[src/logic/bpsp_pkg.sv]
// bpsp_pkg: constants, register map and types of the bidirectional port block.
// assumes a 100 MHz pclk, an APB3 master and pad cells that take o, oe and pull-up enables.
package bpsp_pkg;

    // port geometry
    localparam int PW = 8;
    localparam int NPORT = 4;
    localparam int APB_AW = 8;
    localparam int NTIMER = 3;
    localparam int LCD_PINS = 4;

    // port index of each port
    localparam int PORT_A = 0;
    localparam int PORT_B = 1;
    localparam int PORT_C = 2;
    localparam int PORT_D = 3;

    // per-port register block: base is n * stride
    localparam logic [7:0] PORT_STRIDE = 8'h10;
    localparam logic [7:0] OFS_DATA = 8'h00;
    localparam logic [7:0] OFS_DIR = 8'h04;
    localparam logic [7:0] OFS_PU = 8'h08;
    localparam logic [7:0] OFS_WAKE = 8'h0c;

    // single-register block
    localparam logic [7:0] ADDR_IRQ_CONTROL_ZERO = 8'h40;
    localparam logic [7:0] ADDR_SYSTEM_CONTROL_ZERO = 8'h44;
    localparam logic [7:0] ADDR_LCD_COMMON_CONTROL = 8'h48;
    localparam logic [7:0] ADDR_TIMER_MODE = 8'h4c;

    // bit set/clear block, one group per port at BITOP_BASE + n * stride
    localparam logic [7:0] BITOP_BASE = 8'h80;
    localparam logic [7:0] OFS_DATA_SET = 8'h00;
    localparam logic [7:0] OFS_DATA_CLR = 8'h04;
    localparam logic [7:0] OFS_DIR_SET = 8'h08;
    localparam logic [7:0] OFS_DIR_CLR = 8'h0c;

    // values after reset
    localparam logic [PW-1:0] DATA_RST = 8'hff;
    localparam logic [PW-1:0] DIR_RST = 8'hff;
    localparam logic [PW-1:0] PU_RST = 8'h00;
    localparam logic [PW-1:0] WAKE_RST = 8'h00;
    localparam logic [PW-1:0] CTRL_RST = 8'h00;
    localparam logic [PW-1:0] SYNC_RST = 8'hff;

    // port A top pin has no pull-high control
    localparam logic [PW-1:0] PU_MASK_A = 8'h7f;
    localparam logic [PW-1:0] PU_MASK_OTHER = 8'hff;

    // shared pin placement
    localparam int EXT_INT_PORT = PORT_A;
    localparam int EXT_INT_BIT = 3;
    localparam int TC_PORT [0:NTIMER-1] = '{PORT_A, PORT_A, PORT_C};
    localparam int TC_BIT [0:NTIMER-1] = '{4, 5, 0};
    localparam int PFD_PORT = PORT_B;
    localparam int PFD_BIT = 5;
    localparam int LCD_PORT = PORT_B;

    // control field positions
    localparam int EXT_EN_BIT = 0;
    localparam int PFD_SEL_BIT = 0;
    localparam int TMODE_W = 2;
    localparam logic EXT_INT_IDLE = 1'b1;

    typedef enum logic [1:0] {
        BPSP_TM_NONE = 2'b00,
        BPSP_TM_EVENT = 2'b01,
        BPSP_TM_TIMER = 2'b10,
        BPSP_TM_CAPTURE = 2'b11
    } bpsp_tmode_t;

    // drive of one port toward its pads
    typedef struct packed {
        logic [PW-1:0] o;
        logic [PW-1:0] oe;
        logic [PW-1:0] pu;
    } bpsp_pad_t;

endpackage : bpsp_pkg

[src/logic/bpsp_gpio_port.sv]
// bpsp_gpio_port: four bidirectional 8-bit ports with shared pin functions, APB slave.
// assumes pins synchronous to pclk, an APB3 master and external pfd, timer and lcd logic.
// Overview of operation
// [RL1] direction one: pin is input, read pin
// [RL2] direction zero: push-pull output from latch
// [RL3] output pin reads back its latch
// [RL4] direction writes take effect at once
// [RL5] direction written as byte or per bit
// [RL6] reset sets all latches and directions
// [RL7] new output drives high after reset
// [RL8] bit ops read, modify, write whole port
// [RL9] external interrupt only from input pin
// [RL10] interrupt pin keeps read and pull-up
// [RL11] timer pin feeds counter in count modes
// [RL12] timer pin keeps read and pull-up
// [RL13] divider output needs select and output
// [RL14] divider selected on input: ordinary input
// [RL15] four port B pins drive half bias
// [RL16] sleep wake on enabled port A fall
// [RL17] pull-up only when set and input
// [RL18] port A top pull-up absent, reads zero
// [RL19] read samples pins, inputs not latched
// [RL20] wake input synchronised, one wake pulse
//
// The placing of the registers and the APB slave port are this design's own decisions.
module bpsp_gpio_port
    import bpsp_pkg::*;
(
    // clock and reset
    input wire logic pclk,
    input wire logic presetn,
    // apb slave
    input wire logic psel,
    input wire logic penable,
    input wire logic pwrite,
    input wire logic [APB_AW-1:0] paddr,
    input wire logic [31:0] pwdata,
    output logic [31:0] prdata,
    output logic pready,
    output logic pslverr,
    // pads
    input wire logic [NPORT-1:0][PW-1:0] pin_i,
    output bpsp_pad_t [NPORT-1:0] pad_o,
    output logic [LCD_PINS-1:0] lcd_common_driver_o,
    // shared functions
    input wire logic freq_divider_i,
    output logic irq_ext_o,
    output logic irq_ext_enable_o,
    output logic timer_event_pin_zero,
    output logic timer_event_pin_one,
    output logic timer_event_pin_two,
    output logic [NTIMER*TMODE_W-1:0] timer_mode_o,
    // power
    input wire logic sleep_i,
    output logic wake_req_o
);

    function automatic logic [7:0] port_addr(input int n, input logic [7:0] ofs);
        port_addr = (8'(n) * PORT_STRIDE) + ofs;
    endfunction : port_addr

    function automatic logic [7:0] bitop_addr(input int n, input logic [7:0] ofs);
        bitop_addr = BITOP_BASE + (8'(n) * PORT_STRIDE) + ofs;
    endfunction : bitop_addr

    // bus phases
    logic setup;
    logic acc;
    logic wr_en;
    logic addr_ok;
    assign setup = psel & ~penable;
    assign acc = psel & penable;
    assign wr_en = acc & pwrite;

    // storage
    logic [NPORT-1:0][PW-1:0] data_q;
    logic [NPORT-1:0][PW-1:0] data_d;
    logic [NPORT-1:0][PW-1:0] dir_q;
    logic [NPORT-1:0][PW-1:0] dir_d;
    logic [NPORT-1:0][PW-1:0] pu_q;
    logic [NPORT-1:0][PW-1:0] pu_d;
    logic [PW-1:0] wake_q;
    logic [PW-1:0] wake_d;
    logic [PW-1:0] irqc_q;
    logic [PW-1:0] irqc_d;
    logic [PW-1:0] sysc_q;
    logic [PW-1:0] sysc_d;
    logic [PW-1:0] lcdc_q;
    logic [PW-1:0] lcdc_d;
    logic [PW-1:0] tmode_q;
    logic [PW-1:0] tmode_d;
    logic [PW-1:0] rdata_q;
    logic [PW-1:0] rd_byte;

    // decode
    logic [NPORT-1:0] hit_data;
    logic [NPORT-1:0] hit_dir;
    logic [NPORT-1:0] hit_pu;
    logic [NPORT-1:0] hit_dset;
    logic [NPORT-1:0] hit_dclr;
    logic [NPORT-1:0] hit_rset;
    logic [NPORT-1:0] hit_rclr;
    logic hit_wake;
    logic hit_irqc;
    logic hit_sysc;
    logic hit_lcdc;
    logic hit_tmode;
    logic [NPORT-1:0][PW-1:0] port_val;
    logic [PW-1:0] wbyte;

    assign wbyte = pwdata[PW-1:0];
    assign hit_wake = (paddr == port_addr(PORT_A, OFS_WAKE));
    assign hit_irqc = (paddr == ADDR_IRQ_CONTROL_ZERO);
    assign hit_sysc = (paddr == ADDR_SYSTEM_CONTROL_ZERO);
    assign hit_lcdc = (paddr == ADDR_LCD_COMMON_CONTROL);
    assign hit_tmode = (paddr == ADDR_TIMER_MODE);

    genvar n;
    generate
        for (n = 0; n < NPORT; n++)
        begin : g_port
            localparam logic [PW-1:0] PU_MASK = (n == PORT_A) ? PU_MASK_A : PU_MASK_OTHER;

            assign hit_data[n] = (paddr == port_addr(n, OFS_DATA));
            assign hit_dir[n] = (paddr == port_addr(n, OFS_DIR));
            assign hit_pu[n] = (paddr == port_addr(n, OFS_PU));
            assign hit_dset[n] = (paddr == bitop_addr(n, OFS_DATA_SET));
            assign hit_dclr[n] = (paddr == bitop_addr(n, OFS_DATA_CLR));
            assign hit_rset[n] = (paddr == bitop_addr(n, OFS_DIR_SET));
            assign hit_rclr[n] = (paddr == bitop_addr(n, OFS_DIR_CLR));

            // inputs are never latched: a read sees the pin itself
            assign port_val[n] = (dir_q[n] & pin_i[n]) | (~dir_q[n] & data_q[n]); // RL1 RL3 RL19

            // bit ops act on the value a port read would return, so input
            // pins load their present level into the latch
            always_comb
            begin
                data_d[n] = data_q[n];
                if (wr_en && hit_data[n])
                    data_d[n] = wbyte;
                else if (wr_en && hit_dset[n])
                    data_d[n] = port_val[n] | wbyte; // RL8
                else if (wr_en && hit_dclr[n])
                    data_d[n] = port_val[n] & ~wbyte; // RL8
            end

            always_comb
            begin
                dir_d[n] = dir_q[n];
                if (wr_en && hit_dir[n])
                    dir_d[n] = wbyte; // RL5
                else if (wr_en && hit_rset[n])
                    dir_d[n] = dir_q[n] | wbyte; // RL5
                else if (wr_en && hit_rclr[n])
                    dir_d[n] = dir_q[n] & ~wbyte; // RL5
            end

            assign pu_d[n] = (wr_en && hit_pu[n]) ? (wbyte & PU_MASK) : pu_q[n]; // RL18

            always_ff @(posedge pclk or negedge presetn)
            begin
                if (!presetn)
                begin
                    data_q[n] <= DATA_RST; // RL6 RL7
                    dir_q[n] <= DIR_RST; // RL6
                    pu_q[n] <= PU_RST;
                end
                else
                begin
                    data_q[n] <= data_d[n];
                    dir_q[n] <= dir_d[n]; // RL4
                    pu_q[n] <= pu_d[n];
                end
            end
        end
    endgenerate

    assign wake_d = (wr_en && hit_wake) ? wbyte : wake_q;
    assign irqc_d = (wr_en && hit_irqc) ? wbyte : irqc_q;
    assign sysc_d = (wr_en && hit_sysc) ? wbyte : sysc_q;
    assign lcdc_d = (wr_en && hit_lcdc) ? wbyte : lcdc_q;
    assign tmode_d = (wr_en && hit_tmode) ? wbyte : tmode_q;

    always_ff @(posedge pclk or negedge presetn)
    begin
        if (!presetn)
        begin
            wake_q <= WAKE_RST;
            irqc_q <= CTRL_RST;
            sysc_q <= CTRL_RST;
            lcdc_q <= CTRL_RST;
            tmode_q <= CTRL_RST;
        end
        else
        begin
            wake_q <= wake_d;
            irqc_q <= irqc_d;
            sysc_q <= sysc_d;
            lcdc_q <= lcdc_d;
            tmode_q <= tmode_d;
        end
    end

    // read mux; bit-op addresses are write-only and read zero
    assign addr_ok = (|hit_data) | (|hit_dir) | (|hit_pu) | (|hit_dset) | (|hit_dclr) | (|hit_rset)
        | (|hit_rclr) | hit_wake | hit_irqc | hit_sysc | hit_lcdc | hit_tmode;

    always_comb
    begin
        rd_byte = '0;
        for (int k = 0; k < NPORT; k++)
        begin
            if (hit_data[k])
                rd_byte = port_val[k]; // RL1 RL3
            if (hit_dir[k])
                rd_byte = dir_q[k];
            if (hit_pu[k])
                rd_byte = pu_q[k]; // RL18
        end
        if (hit_wake)
            rd_byte = wake_q;
        if (hit_irqc)
            rd_byte = irqc_q;
        if (hit_sysc)
            rd_byte = sysc_q;
        if (hit_lcdc)
            rd_byte = lcdc_q;
        if (hit_tmode)
            rd_byte = tmode_q;
    end

    // pins are sampled in the setup cycle, the first phase of a read
    always_ff @(posedge pclk or negedge presetn)
    begin
        if (!presetn)
            rdata_q <= '0;
        else if (setup && !pwrite)
            rdata_q <= rd_byte; // RL19
    end

    assign prdata = {{(32 - PW){1'b0}}, rdata_q};
    assign pready = 1'b1;
    assign pslverr = acc & ~addr_ok;

    // pad drive
    logic pfd_sel;
    assign pfd_sel = sysc_q[PFD_SEL_BIT];

    genvar p;
    genvar b;
    generate
        for (p = 0; p < NPORT; p++)
        begin : g_pad
            for (b = 0; b < PW; b++)
            begin : g_bit
                localparam bit IS_PFD = (p == PFD_PORT) && (b == PFD_BIT);
                localparam bit IS_LCD = (p == LCD_PORT) && (b < LCD_PINS);
                logic lcd_on;
                if (IS_LCD)
                begin : g_lcd
                    // a common pin left as input sits at half bias; as output it drives the select level
                    assign lcd_on = lcdc_q[b] & dir_q[p][b]; // RL15
                    assign lcd_common_driver_o[b] = lcd_on; // RL15
                end
                else
                begin : g_nolcd
                    assign lcd_on = 1'b0;
                end
                if (IS_PFD)
                begin : g_pfd
                    // divider output only when also an output; otherwise a normal input
                    assign pad_o[p].o[b] = pfd_sel ? freq_divider_i : data_q[p][b]; // RL13 RL14
                end
                else
                begin : g_plain
                    assign pad_o[p].o[b] = data_q[p][b]; // RL2 RL7
                end
                assign pad_o[p].oe[b] = ~dir_q[p][b]; // RL2 RL4
                // pull-up dropped on half-bias pins so the bias divider is not skewed
                assign pad_o[p].pu[b] = pu_q[p][b] & dir_q[p][b] & ~lcd_on; // RL17 RL10 RL12 RL14
            end
        end
    endgenerate

    // external interrupt pin; read path and pull-up stay as for any input
    assign irq_ext_o = dir_q[EXT_INT_PORT][EXT_INT_BIT] ? pin_i[EXT_INT_PORT][EXT_INT_BIT] : EXT_INT_IDLE; // RL9 RL10
    assign irq_ext_enable_o = irqc_q[EXT_EN_BIT]; // RL9

    // timer event inputs
    logic [NTIMER-1:0] tc_pin;
    genvar t;
    generate
        for (t = 0; t < NTIMER; t++)
        begin : g_tc
            bpsp_tmode_t mode;
            logic count_mode;
            assign mode = bpsp_tmode_t'(tmode_q[t*TMODE_W +: TMODE_W]);
            assign count_mode = (mode == BPSP_TM_EVENT) || (mode == BPSP_TM_CAPTURE);
            assign tc_pin[t] = count_mode & dir_q[TC_PORT[t]][TC_BIT[t]] & pin_i[TC_PORT[t]][TC_BIT[t]]; // RL11 RL12
        end
    endgenerate

    assign timer_event_pin_zero = tc_pin[0];
    assign timer_event_pin_one = tc_pin[1];
    assign timer_event_pin_two = tc_pin[2];
    assign timer_mode_o = tmode_q[NTIMER*TMODE_W-1:0];

    // wake-up from port A
    bpsp_wake_detect u_wake (
        .pclk(pclk),
        .presetn(presetn),
        .pin_i(pin_i[PORT_A]),
        .enable_i(wake_q),
        .sleep_i(sleep_i),
        .wake_req_o(wake_req_o)
    ); // RL16 RL20

endmodule : bpsp_gpio_port

[src/logic/bpsp_wake_detect.sv]
// bpsp_wake_detect: falling-edge wake detector for port A.
// assumes pins may change at any time; each pin is resynchronised before use.
module bpsp_wake_detect
    import bpsp_pkg::*;
(
    // clock and reset
    input wire logic pclk,
    input wire logic presetn,
    // pins and controls
    input wire logic [PW-1:0] pin_i,
    input wire logic [PW-1:0] enable_i,
    input wire logic sleep_i,
    // power controller
    output logic wake_req_o
);

    logic [PW-1:0] sync1_q;
    logic [PW-1:0] sync2_q;
    logic [PW-1:0] prev_q;
    logic [PW-1:0] fall;
    logic wake_req_q;

    // reset to high so a pin idling high raises no edge at release
    always_ff @(posedge pclk or negedge presetn)
    begin
        if (!presetn)
        begin
            sync1_q <= SYNC_RST;
            sync2_q <= SYNC_RST;
            prev_q <= SYNC_RST;
        end
        else
        begin
            sync1_q <= pin_i;
            sync2_q <= sync1_q;
            prev_q <= sync2_q;
        end
    end

    genvar b;
    generate
        for (b = 0; b < PW; b++)
        begin : g_fall
            assign fall[b] = enable_i[b] & prev_q[b] & ~sync2_q[b]; // RL16 RL20
        end
    endgenerate

    always_ff @(posedge pclk or negedge presetn)
    begin
        if (!presetn)
            wake_req_o_reset: wake_req_q <= 1'b0;
        else
            wake_req_q <= sleep_i & (|fall); // RL16
    end

    assign wake_req_o = wake_req_q;

endmodule : bpsp_wake_detect

[config.mk]
export PLATFORM = sky130hd
export DESIGN_NAME = bpsp_gpio_port
export DESIGN_NICKNAME = d
export VERILOG_FILES = /design/src/logic/bpsp_pkg.sv /design/src/logic/bpsp_gpio_port.sv /design/src/logic/bpsp_wake_detect.sv
export SDC_FILE = /design/constraint.sdc
export NUM_CORES = 1
export LEC_CHECK = 0
export ABC_AREA = 1
export BUFFER_PORTS_ARGS = -buffer_cell sky130_fd_sc_hd__buf_2
export CAP_MARGIN = 20
export CORE_MARGIN = 3
export CORE_UTILIZATION = 30
export DETAILED_ROUTE_END_ITERATION = 8
export PLACE_DENSITY = 0.53
export SYNTH_ARGS = -nofsm -noshare
export SYNTH_HDL_FRONTEND = slang
export SYNTH_HIERARCHICAL = 1
export SYNTH_SLANG_ARGS = --single-unit
[constraint.sdc]
create_clock -name pclk -period 2 [get_ports pclk]
set_clock_uncertainty 0.15 [all_clocks]
set_input_delay 0.4 -clock pclk [delete_from_list [all_inputs] [get_ports pclk]]
set_output_delay 0.4 -clock pclk [all_outputs]
set_load 0.005 [all_outputs]
# Yosys cells after proc, flatten, opt, wreduce, memory -nomap -nowiden
# Index checks and enable logic that the tools add are counted.
# word_totals
regBits	168
input_bits	79
out_inout_bits	146
elab_cells	314
# op_classes
eq_ne	38
n_mux	43
bitwise_logic	156
reduce_logical	55
# op_table
op	n
$mux 8	41
$and 8x8->8	16
$eq 8x8->1 const B	16
$or 8x8->8	12
$and 1x1->1	66
$eq 8x6->1 const B	6
$not 1->1	46
$not 8->8	5
$logic_and 1x1->1	34
$eq 8x7->1 const B	4
$reduce_or 4->1	7
$eq 8x5->1 const B	3
$reduce_bool 3->1	8
$eq 8x4->1 const B	2
$or 1x1->1	11
$eq 8x3->1 const B	1
$logic_not 8->1	1
$reduce_or 8->1	1
$eq 2x1->1 const B	3
$eq 2x2->1 const B	3
$logic_or 1x1->1	3
$mux 1	2
$logic_not 1->1	1

# Longest topological paths before layout
# depth
depth_word	20
mapped_depth	16
mapped_depth_nobuf	15

# Hierarchy
# The synthesis kept the hierarchy.
# by_module_without_submodules
module	instances	cells_per_inst	area_each_um2	seq_area_each_um2
bpsp_gpio_port	1	1206	8632.0	3658.5
bpsp_wake_detect	1	47	754.5	655.6

# Least setup slack after synthesis
# No wires, ideal clock.
# synth_path
path_type	input -> register
start	input paddr[6]
end	register rdata_q[1]
setup_time_ns	0.116
arrival_time_ns	1.605
required_ns	1.734
setup_slack_ns	0.129
stages	11
path_buffers	0
cell_sequence	nor2_1 > nand3_2 > nor2_2 > inv_2 > or2_0 > nand2_1 > nand4_1 > nor2_1 > nand4_1 > nand2_1 > nand2_1
# synth_between
elab_chain_len	18
word_cells_on_any_way	34
classes_between	eq/ne (16); mux (17); reduce/logical (1)
# synth_rtl
element	line	source
start, declared	bpsp_gpio_port.sv:36	input wire logic [APB_AW-1:0] paddr,
$logic_not 8->1	bpsp_gpio_port.sv:124	assign hit_data[n] = (paddr == port_addr(n, OFS_DATA));
$mux 8	bpsp_gpio_port.sv:214	if (hit_data[k])
$mux 8	bpsp_gpio_port.sv:216	if (hit_dir[k])
$mux 8	bpsp_gpio_port.sv:218	if (hit_pu[k])
$mux 8	bpsp_gpio_port.sv:214	
$mux 8	bpsp_gpio_port.sv:216	
$mux 8	bpsp_gpio_port.sv:218	
$mux 8	bpsp_gpio_port.sv:214	
(+2 left out)	n/a	
$mux 8	bpsp_gpio_port.sv:214	
$mux 8	bpsp_gpio_port.sv:216	
$mux 8	bpsp_gpio_port.sv:218	
$mux 8	bpsp_gpio_port.sv:221	if (hit_wake)
$mux 8	bpsp_gpio_port.sv:223	if (hit_irqc)
$mux 8	bpsp_gpio_port.sv:225	if (hit_sysc)
$mux 8	bpsp_gpio_port.sv:227	if (hit_lcdc)
$mux 8 *	bpsp_gpio_port.sv:229	if (hit_tmode)
end signal, assigned	bpsp_gpio_port.sv:239	rdata_q <= rd_byte;
end, declared	bpsp_gpio_port.sv:92	logic [PW-1:0] rdata_q;
# Every way passes the cells marked *; elsewhere a longest branch is shown, timed or not.
# A chain may end at the register's enable or synchronous reset.

==> impl_results.md <==
* Input/output buffers at ~170
* Yosys warnings at 6
* Vias per cell at approximately 4.9
* Sequential area share after synthesis at 0.4596
* Largest net degree at the start of global routing at around 100
* Post-Syn Area at between 9000 and 10,000 um2
* Post-synth cell types at 38
* Worst Path Required at approximately 2.2 ns
* Area Overhead vs Synth at 37.64%
* Post-Syn Instances at ~1,300
* Initial antenna violation count at 1
* CP Data Arrival Time at about 2.5 ns
* Post-DP HPWL at roughly 30,000 um
* Synth Register Bits at approximately 170
* Skew-Pair Late Insertion Delay at about 0.44 ns
* Biggest area consumer among synthesized cells: dfstp_2
* Violated checks: setup timing
* Worst Setup Start Kind: flop
* Number of flops mapped to enable cells by yosys at 0
* Number of global-route vias before repair at roughly 9,200
* Finished Layout Cells at ~2,000
* Ys async rst share at 1.000
* Worst setup margin at -0.2671 ns
* Clock Tree Root: clkbuf_16
* CP Capture Type: flop
* Peak Freq at between 0.4 and 0.5 GHz
* CTS max path bufs at 2
* Dpl cells at between 1,500 and 2,000
* Starting Density at 0.3053
* Wire per inst at between 15 and 20 um
* Worst Max-Slew Pin Slew at roughly 0.63 ns
* CTS Buf Count at 17
* Int Pwr at 5.887 mW
* RSZ-0062 raised after global routing: yes
* Power per standard cell area at about 630 nW/um2
* Sw Ratio at 0.2759
* CORE AREA at 30,750 um2
* Logic pwr share at 0.119
* Commonest cells post-synth: nand2_1 (337), o21ai_0 (179), inv_1 (177), dfstp_2 (88), dfrtp_1 (80)
* Initial DRC Count at around 800
* Max Fanout on Critical Path at 5
* Residual DRC count at 0
* CTS clk-pin slew, worst paths at about 0.080 ns
* Vias after detailed routing at 9,711
* Outcome: complete, but fails checks
* Die area at ~33,000 um2
* I/O Pins at ~230
* Max Cap Viol at 0
* Final net count at ~1,700
* # rows at 64
* Fin. Hold Viols at 0
* Period minus WS final at about 2.3 ns
* Clock network power share at 0.428
* Tot GR Track Use at 0.2212
* Hold Path Origin: sleep_i
* Mean cell area of the mapped netlist at 7.491 um2
* Psw at 2.243 mW
* First-pass GRT wire length at around 56,000 um
* Area contributors post-synth: dfstp_2 (25%), dfrtp_1 (21%), nand2_1 (13%)
* Global placer's final weighted congestion at roughly 1
* Flop pwr share at 0.453
* Worst Path Class, Setup: reg2reg
* First-pass DRT Iterations at 6
* Die X at about 180 um
* H-tree depth at 4
* DRT antenna net count at 0
* Setup violation total in the final timing report at 8
* Overall die height at 182.9 um
* Max IR drop VDD at roughly 480 uV
* Clock Sinks at ~170
* Setup WS pre-CTS at -0.6255 ns
* Most common cell in the synthesized netlist: nand2_1
* TritonCTS clock tree: done
* Final slew viol count at 0
* Leakage at approximately 6.4 nW
* Share of cells above drive strength 1 at 0.3809
* Post-synth top area share at 0.2463
* HP Class: in2reg
* Ratio of final minimum period to clock period at 1.134
* Routed wire length at around 38,000 um
* Worst relative slew slack at 0.5771
* Ys flop type: dfstp_2
* GR Overflow Total at 0
[final cells by class]
cell class,count,area [um2]
diodes,1,2.502
clock buffers,18,429.2
clock inverters,14,185.2
fillers,3213,17830
inverters,188,718.2
multi-input cells,821,4028
flip-flops and latches,168,4314
well taps,396,495.5
repair buffers,395,2748
[final timing paths]
check                                    end  slack [ns]  depth (start not counted)
min reg2reg                u_wake/sync2_q[7]        0.20                          0
min in group asynchronous            pu_q[3]        0.16                          2
max                               rdata_q[4]       -0.27                          9
min                        u_wake/wake_req_o        0.02                          3
max in group asynchronous          irqc_q[5]        0.73                          3
max reg2reg                       rdata_q[4]       -0.27                          9
[placed cells by master (no fill, tap or decap), types with 2 or more instances in the layout]
master	netlist	final
clkbuf_16	0	17
inv_8	0	3
inv_4	1	3
dfrtp_1	80	80
nand4_1	22	22
clkinvlp_4	0	3
a31oi_1	30	29
nor2_2	11	15
a21oi_2	1	2
buf_4	70	191
buf_2	7	172
nor3_1	10	3
o211ai_1	2	2
inv_6	0	3
nor2_1	74	64
nand3b_1	2	2
o21ai_1	2	10
o21ai_2	2	11
a21oi_1	33	31
o22ai_1	15	15
nand2_1	337	326
clkinv_8	0	2
conb_1	2	26
nand3_2	3	5
nand3_1	46	44
dlygate4sd3_1	0	3
dfstp_2	88	88
buf_12	0	11
buf_6	2	18
inv_1	177	168
o21ai_0	179	162
nand2_2	9	17
bufinv_16	0	2
nand2_4	3	6
nor3_2	0	6
clkinv_4	0	2
nor2_4	7	13
clkinv_1	2	2
inv_2	7	13
[routing by layer]
layer  GRT usage  share of wire  vias to the layer above
met5           0              0                        -
met4     0.06429          0.026                        0
met3     0.03649          0.070                       54
met2      0.3553           0.46                      420
met1      0.3091           0.44                     4644
li1            -              -                     4593
[per-stage QoR]
step	hold WS, ns	utilization	area, um2	TNS [ns]	power, mW
floorplan	-0.04559	-	9477	0	4.130
global route	0.02655	0.4202	12920	-1.840	8.429
global placement	0.05070	0.3848	11830	-17.93	4.631
detailed placement	0.05123	0.3848	11830	-19.02	4.640
CTS	0.01442	0.4132	12710	-0.8426	8.157
finish	0.02226	0.4202	12920	-0.8521	8.130
[worst max-delay path: stages, from the launching register on]
cell and delay [ns]:
dfstp_2 0.58, o21ai_1 0.14, a21oi_1 0.24, nand4_1 0.18, nand2_1 0.13, nand4_1 0.13, nor3_2 0.26, nand4_1 0.18
nand2_1 0.12, nand2_1 0.06
[power groups by stage]
stage	combinational [mW]	sequential, mW	clock [mW]
floorplan	0.425	3.71	0
global placement	0.891	3.74	0
detailed placement	0.900	3.74	0
CTS	0.937	3.68	3.54
global route	1.06	3.70	3.67
finish	0.968	3.69	3.48
[cell families (layout without fill, tap and decap cells)]
family	after synthesis	count (layout)	synth area share
flip-flops	168	168	0.4596
AO/OA/AOI/OAI	268	268	0.1525
other	2	27	0.0008001
buffers and inverters	288	615	0.1461
AND/OR/NAND/NOR	527	527	0.2410
[what timing repair did]
| action | 4_1_cts | 5_1_grt |
|---|---|---|
| gates resized for setup | 44 | 59 |
| hold endpoints to repair | 82 | 0 |
| hold buffers | 3 | 0 |
| setup buffers | 14 | 8 |
| setup endpoints to repair | 11 | 29 |
| pin swaps | 16 | 36 |
(Power assumes the default switching activity.)
